`config.mk`:
```
export PLATFORM = sky130hd
export DESIGN_NAME = supply_watchdog_reset_monitor
export DESIGN_NICKNAME = d
export VERILOG_FILES = /design/src/pkg/supervisor_pkg.sv /design/src/pkg/cond_if.sv /design/src/core/supply_watchdog_reset_monitor.sv /design/src/core/input_conditioner.sv
export SDC_FILE = /design/constraint.sdc
export NUM_CORES = 1
export LEC_CHECK = 0
export BUFFER_PORTS_ARGS = -buffer_cell sky130_fd_sc_hd__buf_2
export CAP_MARGIN = 30
export CORE_MARGIN = 2
export CORE_UTILIZATION = 61
export CTS_CLUSTER_DIAMETER = 80
export DETAILED_ROUTE_END_ITERATION = 10
export MAX_ROUTING_LAYER = met4
export PLACE_DENSITY_LB_ADDON = 0.05
export SYNTH_ARGS = -nofsm -noshare
export SYNTH_HDL_FRONTEND = slang
export SYNTH_SLANG_ARGS = --single-unit
```
`constraint.sdc`:
```
create_clock -name ref_clk_i -period 6.43 [get_ports ref_clk_i]
set_input_delay 0.643 -clock ref_clk_i [delete_from_list [all_inputs] [get_ports ref_clk_i]]
set_output_delay 0.643 -clock ref_clk_i [all_outputs]
set_load 0.01 [all_outputs]
```
`src/pkg/supervisor_pkg.sv`:
```
// constants shared by the supervisory reset block and its input conditioner
// assumes a single 100 MHz clock and a millisecond timebase built from it
`default_nettype none

package supervisor_pkg;

    // clock and timebase
    localparam int CLK_PERIOD_NS = 10;
    localparam int TIMEBASE_NS = 1000000;
    localparam int TICK_CYCLES = TIMEBASE_NS / CLK_PERIOD_NS;

    // times in milliseconds, counted in timebase ticks
    localparam int RESET_ACTIVE_MS = 250;
    localparam int PB_DELAY_MS = 4;
    localparam int WD_SHORT_MS = 150;
    localparam int WD_MEDIUM_MS = 600;
    localparam int WD_LONG_MS = 1200;

    // width of the millisecond counters
    localparam int MS_W = 11;
    localparam int PB_W = 5;

    // tick counts; a tick may land just after a load, so the hold count adds one
    localparam logic [MS_W-1:0] HOLD_LOAD = MS_W'(RESET_ACTIVE_MS + 1);
    localparam logic [PB_W-1:0] PB_DELAY = PB_W'(PB_DELAY_MS);
    localparam logic [MS_W-1:0] WD_SHORT = MS_W'(WD_SHORT_MS);
    localparam logic [MS_W-1:0] WD_MEDIUM = MS_W'(WD_MEDIUM_MS);
    localparam logic [MS_W-1:0] WD_LONG = MS_W'(WD_LONG_MS);
    localparam logic [MS_W-1:0] MS_ZERO = '0;
    localparam logic [MS_W-1:0] MS_ONE = MS_W'(1);
    localparam logic [PB_W-1:0] PB_ZERO = '0;
    localparam logic [PB_W-1:0] PB_ONE = PB_W'(1);

    // three-state timeout select, seen as two level bits
    localparam logic [1:0] TD_GND = 2'h0;
    localparam logic [1:0] TD_OPEN = 2'h1;
    localparam logic [1:0] TD_VCC = 2'h2;

    // reset output state
    typedef enum logic [1:0] {ST_RUN, ST_HOLD} sup_state_t;

endpackage

`default_nettype wire

```
`src/pkg/cond_if.sv`:
```
// carrier between the input conditioner and the supervisory core
// assumes both ends run on the same clock
`default_nettype none

interface cond_if;
    logic ms_tick;
    logic kick_n;
    logic manual_n;
    logic supply_low;
    logic margin_sel;
    logic [1:0] td_code;

    modport src (output ms_tick, kick_n, manual_n, supply_low, margin_sel,
                 td_code);
    modport snk (input ms_tick, kick_n, manual_n, supply_low, margin_sel,
                 td_code);
endinterface

`default_nettype wire

```
`src/core/supply_watchdog_reset_monitor.sv`:
```
// supervisory reset: supply monitor stretch, pushbutton, watchdog
// assumes one 100 MHz clock; the comparator is an outside logic input
// What this block does
// - debounce active-low pushbutton, ignore short pulses
// - assert reset only after pushbutton delay elapses
// - hold reset 250ms after pushbutton release
// - timeout select picks 150, 600, 1200ms
// - tolerance select picks 5% or 10% threshold
// - reset active while supply below threshold
// - release after 250ms continuous good supply
// - only falling strobe edges restart watchdog
// - missed strobe gives 250ms reset pulse
// - repeat pulses each period until strobed
// - push-pull high and open-drain low outputs
`default_nettype none

module supply_watchdog_reset_monitor
    import supervisor_pkg::*;
#(
    parameter int TICK_CYCLES_P = supervisor_pkg::TICK_CYCLES
) (
    input wire logic ref_clk_i,           // 100 MHz clock
    input wire logic rstn_i,              // sync reset, active low
    input wire logic manual_reset_n_i,    // pushbutton, active low
    input wire logic watchdog_kick_n_i,   // strobe from host
    input wire logic supply_low_i,        // comparator: supply bad
    input wire logic supply_margin_sel_i, // 0: 5%, 1: 10%
    input wire logic [1:0] timeout_select_i, // gnd/open/vcc code
    output logic margin_sel_o,            // threshold select to comparator
    output logic reset_out_high_o,        // reset, active high
    output logic reset_out_low_od_o,      // open drain level, always 0
    output logic reset_out_low_oe_o,      // open drain enable, high=pull low
    output logic [1:0] state_o            // run or hold, for observation
);
    cond_if cond ();

    input_conditioner #(
        .TICK_CYCLES_P(TICK_CYCLES_P)
    ) u_cond (
        .ref_clk_i(ref_clk_i),
        .rstn_i(rstn_i),
        .kick_n_i(watchdog_kick_n_i),
        .manual_n_i(manual_reset_n_i),
        .supply_low_i(supply_low_i),
        .margin_sel_i(supply_margin_sel_i),
        .td_code_i(timeout_select_i),
        .cond(cond.src)
    );

    logic [PB_W-1:0] pb_cnt;
    logic pb_pressed;
    logic kick_prev;
    logic [MS_W-1:0] wd_cnt;
    logic [MS_W-1:0] hold_cnt;
    logic [1:0] td_q;
    sup_state_t state;
    sup_state_t next_state;

    // pushbutton debounce: needs PB_DELAY consecutive low ticks, and any
    // high sample restarts; pulses under 3ms never reach the four-tick count
    wire pb_low = !cond.manual_n;
    wire pb_at_delay = (pb_cnt == PB_DELAY);
    wire pb_step = pb_low && cond.ms_tick && !pb_at_delay;

    // debounce counter and pressed flag
    always_ff @(posedge ref_clk_i) begin
        if (!rstn_i) begin
            pb_cnt <= PB_ZERO;
            pb_pressed <= 1'b0;
        end else begin
            pb_cnt <= !pb_low ? PB_ZERO : (pb_step ? pb_cnt + PB_ONE : pb_cnt);
            pb_pressed <= pb_low && pb_at_delay;
        end
    end

    // timeout select latched from the synchronised strap; an undefined
    // code falls back to the longest period, the safer side
    always_ff @(posedge ref_clk_i) begin
        if (!rstn_i) begin
            td_q <= TD_OPEN;
        end else begin
            td_q <= cond.td_code;
        end
    end

    // watchdog period decode
    wire [MS_W-1:0] wd_period = (td_q == TD_GND) ? WD_SHORT :
                                (td_q == TD_OPEN) ? WD_MEDIUM : WD_LONG;

    // strobe edge detect on the synchronised level
    wire kick_fall = kick_prev && !cond.kick_n;

    always_ff @(posedge ref_clk_i) begin
        if (!rstn_i) begin
            kick_prev <= 1'b1;
        end else begin
            kick_prev <= cond.kick_n;
        end
    end

    // watchdog expiry: period reached with no falling edge seen
    wire reset_now = (state == ST_HOLD);
    wire wd_expire = !reset_now && (wd_cnt >= wd_period) && !kick_fall;

    // watchdog counter; held at zero through any reset so the full period
    // runs again after release, which yields the repeated pulses
    always_ff @(posedge ref_clk_i) begin
        if (!rstn_i) begin
            wd_cnt <= MS_ZERO;
        end else if (reset_now || kick_fall) begin
            wd_cnt <= MS_ZERO;
        end else if (cond.ms_tick && !wd_expire) begin
            wd_cnt <= wd_cnt + MS_ONE;    // sets the host's pace
        end
    end

    // any live cause reloads the stretch; cause ending starts the 250ms
    wire cause = cond.supply_low || pb_pressed || wd_expire;
    wire hold_done = (hold_cnt == MS_ZERO);

    // stretch counter; a new undervoltage restarts the interval
    // power-up loads it so the first release also waits 250ms
    always_ff @(posedge ref_clk_i) begin
        if (!rstn_i) begin
            hold_cnt <= HOLD_LOAD;
        end else if (cause) begin
            hold_cnt <= HOLD_LOAD;
        end else if (cond.ms_tick && !hold_done) begin
            hold_cnt <= hold_cnt - MS_ONE;
        end
    end

    // reset state: hold while a cause stands or the stretch runs
    always_comb begin
        next_state = state;
        case (state)
            ST_RUN: begin
                if (cause) begin
                    next_state = ST_HOLD;  // on any cause: supply low, button or expiry
                end
            end
            ST_HOLD: begin
                if (!cause && hold_done) begin
                    next_state = ST_RUN;
                end
            end
            default: begin
                next_state = ST_HOLD;
            end
        endcase
    end

    // both outputs move together from one register stage
    wire next_reset = (next_state == ST_HOLD);

    always_ff @(posedge ref_clk_i) begin
        if (!rstn_i) begin
            state <= ST_HOLD;
            reset_out_high_o <= 1'b1;
            reset_out_low_oe_o <= 1'b1;
            reset_out_low_od_o <= 1'b0;
            margin_sel_o <= 1'b0;
            state_o <= 2'h1;
        end else begin
            state <= next_state;
            reset_out_high_o <= next_reset;
            reset_out_low_oe_o <= next_reset;  // drives low only
            reset_out_low_od_o <= 1'b0;
            margin_sel_o <= cond.margin_sel;
            state_o <= 2'(next_state);
        end
    end
endmodule

`default_nettype wire

```
`src/core/input_conditioner.sv`:
```
// two-flop synchronisers for all pin inputs and the millisecond divider
// assumes pins are asynchronous to ref_clk_i
`default_nettype none

module input_conditioner
    import supervisor_pkg::*;
#(
    parameter int TICK_CYCLES_P = TICK_CYCLES
) (
    input wire logic ref_clk_i,        // system clock
    input wire logic rstn_i,           // sync reset, active low
    input wire logic kick_n_i,         // raw strobe pin
    input wire logic manual_n_i,       // raw pushbutton pin
    input wire logic supply_low_i,     // raw comparator output
    input wire logic margin_sel_i,     // raw tolerance strap
    input wire logic [1:0] td_code_i,  // raw timeout select
    cond_if.src cond                   // conditioned signals
);
    localparam int N = 6;
    localparam int DIV_W = $clog2(TICK_CYCLES_P + 1);

    logic [N-1:0] raw;
    logic [N-1:0] meta;
    logic [N-1:0] sync;
    logic [DIV_W-1:0] div_cnt;
    logic tick;
    wire div_wrap = (div_cnt == DIV_W'(TICK_CYCLES_P - 1));

    assign raw = {td_code_i, margin_sel_i, supply_low_i, manual_n_i,
                  kick_n_i};

    // two flops per pin; first stage feeds only the second
    // idle levels: strobe and button high, straps low, supply treated low until proven good
    always_ff @(posedge ref_clk_i) begin
        if (!rstn_i) begin
            meta <= 6'h07;
            sync <= 6'h07;
        end else begin
            meta <= raw;
            sync <= meta;
        end
    end

    // millisecond enable pulse
    always_ff @(posedge ref_clk_i) begin
        if (!rstn_i) begin
            div_cnt <= '0;
            tick <= 1'b0;
        end else begin
            div_cnt <= div_wrap ? '0 : div_cnt + DIV_W'(1);
            tick <= div_wrap;
        end
    end

    assign cond.ms_tick = tick;
    assign cond.kick_n = sync[0];
    assign cond.manual_n = sync[1];
    assign cond.supply_low = sync[2];
    assign cond.margin_sel = sync[3];
    assign cond.td_code = sync[5:4];
endmodule

`default_nettype wire

```
Yosys cells after proc, flatten, opt, wreduce, memory -nomap -nowiden
Cells that the tools add are included.
- register bits: 65
- bits of input ports: 8
- logic and storage cells: 56
- add/sub/neg operators: 4
- $lt $le $gt $ge: 1
- equality and inequality tests: 5
- mux-type cells: 5
- bitwise operators: 1
- reduce and logical (&&, ||, !) cells: 27
- operators by type and width (cell ; number):
    $mux 11 ; 2
    $add 17x1->17 const B ; 1
    $eq 17x17->1 const B ; 1
    $add 11x1->11 const B ; 1
    $ge 11x11->1 ; 1
    $logic_not 11->1 ; 1
    $sub 11x1->11 const B ; 1
    $logic_and 1x1->1 ; 9
    $logic_not 1->1 ; 8
    $reduce_or 2->1 ; 4
    $eq 2x1->1 const B ; 3
    $add 5x1->5 const B ; 1
    $eq 5x3->1 const B ; 1
    $logic_not 2->1 ; 2
    $mux 2 ; 2
    $pmux 2 s2 ; 1
    $logic_or 1x1->1 ; 3
    $not 1->1 ; 1

Logic depth before layout (Yosys ltp)
Gate-level depths: netlist of the first run.
- depth after elaboration: 12
- depth in mapped cells: 9

Hierarchy
A second synthesis of the first run with hierarchy kept.
- cell total of the unflattened synthesis: 328
- area, all modules: 3002.9 µm²
- modules (own cells, without submodules) (module ; times used ; cells an instance ; area each (µm²) ; sequential area each (µm²)):
    supply_watchdog_reset_monitor ; 1 ; 214 ; 1876.8 ; 700.7
    input_conditioner ; 1 ; 114 ; 1126.1 ; 600.6

Worst setup path after synthesis of the first run
No wires, ideal clock.
- kind: reg2reg
- from: register td_q[0]
- to: register hold_cnt[1]
- setup time: 140 ps
- arrival time: 2126 ps
- data required time: 6290 ps
- slack: 4164 ps
- stages on the path, launching flop included: 10
- path buffers: 1
- cells stage by stage: dfxtp_1 nor2b_1 inv_1 ha_1 a41oi_1 a31oi_1 or3_1 a2111oi_2 buf_2 o211ai_1
- longest elaborated chain between the ends: 8
- RTL lines (element ; RTL line ; RTL):
    start: declaration ; supply_watchdog_reset_monitor.sv:55 ; logic [1:0] td_q;
    start signal: assignment ; supply_watchdog_reset_monitor.sv:82 ; td_q <= cond.td_code;
    $eq 2x1->1 ; supply_watchdog_reset_monitor.sv:88 ; (td_q == TD_OPEN) ? WD_MEDIUM : WD_LONG;
    $mux 11 ; supply_watchdog_reset_monitor.sv:88 ;
    $mux 11 (*) ; supply_watchdog_reset_monitor.sv:87 ; wire [MS_W-1:0] wd_period = (td_q == TD_GND) ? WD_SHORT :
    $ge 11x11->1 (*) ; supply_watchdog_reset_monitor.sv:103 ; wire wd_expire = !reset_now && (wd_cnt >= wd_period) && !kick_fall;
    $logic_and 1x1->1 (*) (2 in series) ; supply_watchdog_reset_monitor.sv:103 ;
    $logic_or 1x1->1 (*) ; supply_watchdog_reset_monitor.sv:118 ; wire cause = cond.supply_low || pb_pressed || wd_expire;
    $reduce_or 2->1 (no line) (*) ; n/a ;
    end signal: assignment ; supply_watchdog_reset_monitor.sv:129 ; hold_cnt <= hold_cnt - MS_ONE;
    end: declaration ; supply_watchdog_reset_monitor.sv:54 ; logic [MS_W-1:0] hold_cnt;
Mark *: on every way between the ends. The rest lies on a longest branch, timed or not.
A chain may end at the register's enable or synchronous reset.

Worst setup path after layout of the first run
Ends and elaborated chain as after synthesis.

==> summary.txt, run 1 <==
Finish
  – Layout cells sized above 1: roughly 9.9%
  – Area Overhead vs Synth: 9.592%
  – Nets: 349
  – Final instance area: ~3200 µm²
  – Ant diodes: 0

Floorplanning
  – Die height: 72.75 µm
  – I/O pin total: 14
  – Core ar.: 4629 µm²
  – Die width: 72.75 µm
  – Total die area: around 5300 µm²
  – Initial core utilization: 62.27%
  – Row Count: 25

Power and ir drop
  – Peak supply drop: between 150 and 200 µV
  – P_leak: 1.252 nW
  – Comb power frac: approximately 3.0%
  – Net Sw Frac: a little over a fifth
  – Sw power: 0.0001689 W
  – Power per cell area: roughly 250 nW/µm²
  – Pint: about 0.00061 W
  – Clock share of power: between 40 and 50%
  – Sequential share of power: a little over half

STA
  – Slew HR: ~50%
  – Fin crit period: roughly 2.9 ns
  – Hold Slack: approximately 0.4 ns
  – Fmax: about 350 MHz
  – Final hold vios: 0
  – Skew final: slightly below 0.005 ns
  – TNS Setup: 0 ns
  – Tightest Pin Transition: roughly 0.75 ns
  – Final Max Slew Viols: 0
  – RSZ-0062 raised after global routing: no
  – Crit share post-route: 45.04%
  – Count of final setup violators: 0

GRT
  – GRT met3 Usage: between 10% and 20%
  – GR peak layer: met2
  – Vias in the first global route: approximately 1,900
  – Grt ovf: 0
  – Total global-route track usage: 21.37%
  – Initial antenna violation count: 0
  – Met2 Resource Use GR: about a third
  – M1 GR Usage: ~24%
  – Largest net degree at the start of global routing: 23
  – Global-route wire length before repair: 8286 µm

Clocking
  – Post-CTS Hold Fix Bufs: 0
  – Max Root-Sink Buffers: 2
  – CTS resizes: 0
  – Insertion delay to the later sink of the worst-skew pair: approximately 0.34 ns
  – Worst-path clk slew: roughly 0.070 ns
  – CTS Root Buffer Type: clkbuf_8
  – H-Tree Depth: 3
  – CTS buffer count: 9
  – Post-CTS Setup Bufs: 0
  – CTS tree: done
  – CTS sink cnt: 65

Worst setup path
  – R2R depth: 9
  – Crit path max fanout: 11
  – Reg-to-reg slack, setup: approximately 3.5 ns
  – Reg2reg end: hold_cnt[1]
  – Crit path kind: reg2reg
  – Critical Path AT: 3.10 ns
  – Crit. End Element: flip-flop
  – CP Launch Type: flip-flop
  – R2r startpoint: td_q[0]
  – CP required: 6.64 ns

Synth
  – Yosys warns: 0
  – Syn Inst Count: 316
  – Synthesized area per cell: 9.123 µm²
  – Synth unique cells: 42
  – Sequential fraction of the synthesis area: between 40% and 50%
  – Main synth FF type: dfxtp_1
  – Async S/R FF share, synth: 0%
  – Cell area after synthesis: approximately 2900 µm²
  – Register bit total from synthesis: between 60 and 70
  – Number of synthesized flops with an enable pin: 0

Min path
  – Class of the worst hold path: reg2reg
  – Hold EP: u_cond.sync[1]
  – Hold Path Cell Cnt: 1
  – Hold Startpoint: u_cond.meta[1]

Routing
  – Iter 0 DRT Violations: about 120
  – DRT Pass-1 Iters: 4
  – Post-route antenna net violation count: 0
  – Detailed-route via count: approximately 2,100
  – Drt via density: 5.349
  – WL final: around 4600 µm
  – Residual DRC: 0
  – DR WL/cell: roughly 12 µm

Place
  – Port buffer count: 12
  – DP HPWL: 3151 µm
  – RD Place Congestion: 0.8512
  – Post-DP Area: 2963 µm²

Flow run
  – Max-Cap Viols: 0

Outcome
  – Status: finished clean
registers in the layout, summed over array words and instances (netlist names), 2 cells and up:
register / flops
state: 2
u_cond.meta: 6
hold_cnt: 11
td_q: 2
wd_cnt: 11
u_cond.div_cnt: 17
pb_cnt: 5
u_cond.sync: 6
layout make-up:
class                           count  area [µm²]
Clock buffer                       12       145.1
Multi-Input combinational cell    228        1485
Timing Repair Buffer               13       67.56
Inverter                           11       41.29
Fill cell                         364        1470
Clock inverter                      4       51.30
Sequential cell                    65        1301
Tap cell                           54       67.56
metal layers:
| metal | up-vias | wire, µm |
|---|---|---|
| met5 | - | 0 |
| met4 | 0 | 66 |
| met3 | 7 | 191 |
| met2 | 26 | 2135 |
| met1 | 947 | 2177 |
| li1 | 1090 | - |
power by group through the flow:
stage / combinational, W / clock [W] / sequential [W]
after global placement: 0.0000229 / 0 / 0.000420
after CTS: 0.0000243 / 0.000353 / 0.000411
after global routing: 0.0000275 / 0.000372 / 0.000412
after detailed placement: 0.0000242 / 0 / 0.000421
after floorplan: 0.0000188 / 0 / 0.000420
final: 0.0000237 / 0.000343 / 0.000411
layout by cell type, fill, tap and decap left out, types with 2 or more instances in the layout:
master / instances
nor3_1: 6
nand2_1: 38
nand4_1: 10
nor2_1: 28
dfxtp_1: 65
xor2_1: 16
nor4_1: 2
and2_1: 12
inv_1: 11
and4_1: 3
nor2b_1: 5
or3_1: 3
clkbuf_8: 10
mux2i_1: 11
o211ai_1: 2
ha_1: 13
xnor2_1: 10
and3_1: 7
nand2b_1: 21
clkbuf_1: 2
nand3_1: 9
conb_1: 2
buf_2: 12
a21oi_1: 13
worst max-delay path, stage by stage (launching register included):
cell and delay, ns:
dfxtp_1 0.31, nor2b_1 0.16, inv_1 0.10, ha_1 0.31, a41oi_1 0.18, a31oi_1 0.06, or3_1 0.56, a2111oi_2 0.73
buf_4 0.27, o211ai_1 0.08
per-stage QoR:
stage	util (%)	cells	worst slack, ns	power, W
CTS	68.24	387	3.508	0.0007886
global placement	63.84	370	3.420	0.0004433
global route	68.24	387	3.319	0.0008112
floorplan	-	317	4.164	0.0004389
detailed placement	64.00	371	3.514	0.0004448
finish	68.24	387	3.534	0.0007782
synth_stat cells, drive strengths merged, types with 10 or more instances:
library cell | count | area (µm²)
and2 | 12 | 75.07
nor2 | 28 | 105.1
nand4 | 10 | 62.56
nand2b | 21 | 131.4
inv | 11 | 41.29
a21oi | 13 | 65.06
xnor2 | 10 | 87.58
dfxtp | 65 | 1301
xor2 | 16 | 140.1
mux2i | 11 | 110.1
ha | 13 | 162.7
nand2 | 38 | 142.6
how the worst max path moves through the flow:
| stage | from | endpoint | slack, ns | cells past startpoint |
|---|---|---|---|---|
| 6_report | td_q[0] | hold_cnt[1] | 3.53 | 9 |
| 5_1_grt | td_q[0] | hold_cnt[1] | 3.32 | 9 |
| 4_1_cts | td_q[0] | hold_cnt[1] | 3.51 | 9 |
| 3_5_place_dp | td_q[0] | hold_cnt[1] | 3.51 | 9 |
| 3_3_place_gp | td_q[0] | hold_cnt[1] | 3.42 | 8 |
| 2_1_floorplan | td_q[0] | hold_cnt[1] | 4.16 | 9 |
logic make-up after synthesis:
| logic type | synth area share, % |
|---|---|
| multiplexers | 3.820 |
| flip-flops | 45.14 |
| adder cells (fa/ha/maj) | 5.642 |
| XOR/XNOR | 7.899 |
| AND/OR/NAND/NOR | 27.73 |
| buffers and inverters | 3.472 |
| AO/OA/AOI/OAI | 6.164 |
| other | 0.1301 |
No activity file was read; power rests on OpenSTA's default activity.
==> inputs of run 2 (changes only) <==
--- a/config.mk
+++ b/config.mk
@@ -8,7 +8,7 @@
 export BUFFER_PORTS_ARGS = -buffer_cell sky130_fd_sc_hd__buf_2
 export CAP_MARGIN = 30
 export CORE_MARGIN = 2
-export CORE_UTILIZATION = 61
+export CORE_UTILIZATION = 60
 export CTS_CLUSTER_DIAMETER = 80
 export DETAILED_ROUTE_END_ITERATION = 10
 export MAX_ROUTING_LAYER = met4
==> constraint.sdc (replaced) <==
create_clock -name ref_clk_i -period 3 [get_ports ref_clk_i]
set_input_delay 0.3 -clock ref_clk_i [delete_from_list [all_inputs] [get_ports ref_clk_i]]
set_output_delay 0.3 -clock ref_clk_i [all_outputs]
set_load 0.01 [all_outputs]
==> summary.txt, run 2 (same netlist as run 1, synthesis figures left out) <==
Finish
  – Max reg flops: 17 (unchanged)
  – Fillers: 388 (+6.6%)
  – Most frequent cells in the layout: dfxtp_1, nand2_1, nor2_1
  – Commonest non-fill, non-tap cell in the layout: dfxtp_1
  – Area Overhead vs Synth: 10.24%
  – Layout cells sized above 1: 10.51% (+0.60 points)
  – Post-layout util: 67.73% (-0.51 points)
  – Top Registers: u_cond.div_cnt (17), hold_cnt (11), wd_cnt (11)
  – Ant diodes: 0 (unchanged)
  – Final instance area: 3178 µm² (+0.59%)
  – Nets: 349 (unchanged)
  – Largest Register: u_cond.div_cnt

Floorplanning
  – Core ar.: 4692 µm² (+1.4%)
  – I/O pin total: 14 (unchanged)
  – Initial core utilization: 61.44% (-0.83 points)
  – Total die area: 5375 µm² (+1.6%)
  – Die width: 73.32 µm (+0.78%)
  – Die height: 73.32 µm (+0.78%)
  – Row Count: 25 (unchanged)

GRT
  – Grt ovf: 0 (unchanged)
  – Global-route wire length before repair: 7941 µm (-4.2%)
  – Initial antenna violation count: 0 (unchanged)
  – Total global-route track usage: 19.42% (-1.9 points)
  – Vias in the first global route: 1,884 (-2.6%)
  – Largest net degree at the start of global routing: 23 (unchanged)

Min path
  – Hold EP: u_cond.meta[1]
  – Hold Startpoint: manual_reset_n_i
  – Hold Path Cell Cnt: 2 (+1)
  – Class of the worst hold path: in2reg

Routing
  – Top routing layer in use: met4
  – Residual DRC: 0 (unchanged)
  – Drt via density: 5.214 (-2.5%)
  – DR WL/cell: 11.27 µm (-4.6%)
  – Iter 0 DRT Violations: 83 (-28%)
  – Met2 routed wirelength: 1937 µm (-9.3%)
  – WL met3: 164 µm (-14%)
  – Post-route antenna net violation count: 0 (unchanged)
  – DRT Pass-1 Iters: 4 (unchanged)
  – Detailed-route via count: 2,018 (-2.5%)
  – WL final: 4361 µm (-4.6%)
  – M1 wire length: 2210 µm (+1.5%)

Worst setup path
  – Crit path kind: reg2reg
  – Slowest cell on the critical path: or3_1
  – CP required: 3.19 ns (-3.45 ns)
  – CP Launch Type: flip-flop
  – CP peak stage delay: 0.55 ns (-0.18 ns)
  – Buf+Inv Stages, Crit Path: 2 (unchanged)
  – R2R depth: 9 (unchanged)
  – Reg2reg end: hold_cnt[1]
  – Crit. End Element: flip-flop
  – Crit path cell chain: nor2b_1, inv_1, ha_1, a41oi_1, a31oi_1, or3_1, a2111oi_2, buf_4, o211ai_1
  – CP top delay family: simple AND/OR/NAND/NOR gates
  – Reg-to-reg slack, setup: 0.49 ns (-3.04 ns)
  – R2r startpoint: td_q[0]
  – Crit path max fanout: 13 (+2)
  – Critical Path AT: 2.70 ns (-0.40 ns)

Power and ir drop
  – Power per cell area: 536.0 nW/µm² (+120%)
  – Peak supply drop: 434.8 µV (+180%)
  – P_leak: 1.259 nW (+0.61%)

STA
  – Fin crit period: 2.508 ns (-0.3880 ns)
  – Skew final: 0.01167 ns (+0.006857 ns)
  – Tightest Pin Transition: 0.6984 ns (-0.05645 ns)
  – RSZ-0062 raised after global routing: no
  – Slew HR: 53.44% (+3.9 points)
  – Final worst slack: 0.4920 ns (-3.042 ns)
  – Count of final setup violators: 0 (unchanged)
  – TNS Setup: 0 ns (unchanged)
  – Final Max Slew Viols: 0 (unchanged)
  – Fmax: 398.7 MHz (+15%)
  – Crit share post-route: 83.60% (+39 points)
  – Final hold vios: 0 (unchanged)

Clocking
  – CTS Root Buffer Type: clkbuf_8
  – CTS resizes: 0 (unchanged)
  – Max Root-Sink Buffers: 2 (unchanged)
  – H-Tree Depth: 3 (unchanged)
  – CTS tree: done
  – Worst-path clk slew: 0.07 ns (about the same)
  – CTS buffer count: 9 (unchanged)
  – Insertion delay to the later sink of the worst-skew pair: 0.33 ns (about the same)
  – Post-CTS Hold Fix Bufs: 0 (unchanged)
  – CTS sink cnt: 65 (unchanged)
  – Post-CTS Setup Bufs: 0 (unchanged)

Place
  – Place WS: 0.4745 ns (-3.040 ns)
  – Port buffer count: 12 (unchanged)
  – DP HPWL: 3013 µm (-4.4%)
  – Post-DP Area: 2963 µm² (unchanged)
  – RD Place Congestion: 0.8383 (-1.5%)

Flow run
  – Max-Cap Viols: 0 (unchanged)

Outcome
  – Status: finished clean
run 2: cell count changes in the layout (fill, tap and decap cells not counted), sizes merged:
cell      delta
clkinvlp     +1
inv          -1
run 2: area by class of cell:
type	instances	area (µm²)	area share (%)
tap	54	67.56	2.126
multi-input combinational	228	1485	46.73
inverter	11	41.29	1.299
clock buffer	12	165.2	5.197
timing repair buffer	13	67.56	2.126
clock inverter	4	50.05	1.575
sequential	65	1301	40.94
run 2: stage by stage:
stage,instances,hold slack [ns],total power [W]
after floorplan,317,0.3863,0.0009408
after global placement,371,0.3884,0.0009512
after detailed placement,371,0.3972,0.0009528
after CTS,387,0.1400,0.001727
after global routing,387,0.1348,0.001775
final,387,0.1556,0.001703
run 2: metal layers:
| layer | vias up | global-route usage, % |
|---|---|---|
| li1 | 1085 | - |
| met1 | 897 | 23.98 |
| met2 | 31 | 30.33 |
| met3 | 5 | 6.173 |
| met4 | 0 | 6.263 |
| met5 | - | - |
run 2: worst max path at each step:
stage / from / endpoint / slack (ns) / depth (start not counted)
floorplan: td_q[0] / hold_cnt[1] / 0.73 / 9
global placement: td_q[0] / hold_cnt[1] / 0.55 / 9
detailed placement: td_q[0] / hold_cnt[1] / 0.47 / 9
CTS: td_q[0] / hold_cnt[1] / 0.47 / 9
global route: td_q[0] / hold_cnt[1] / 0.29 / 9
finish: td_q[0] / hold_cnt[1] / 0.49 / 9
run 2: power breakdown:
part | total, W | leakage [nW] | internal, W | switching, W
sequential | 0.000882 | 0.528 | 0.000876 | 0.00000537
combinational | 0.0000505 | 0.626 | 0.0000211 | 0.0000294
clock | 0.000771 | 0.105 | 0.000450 | 0.000321
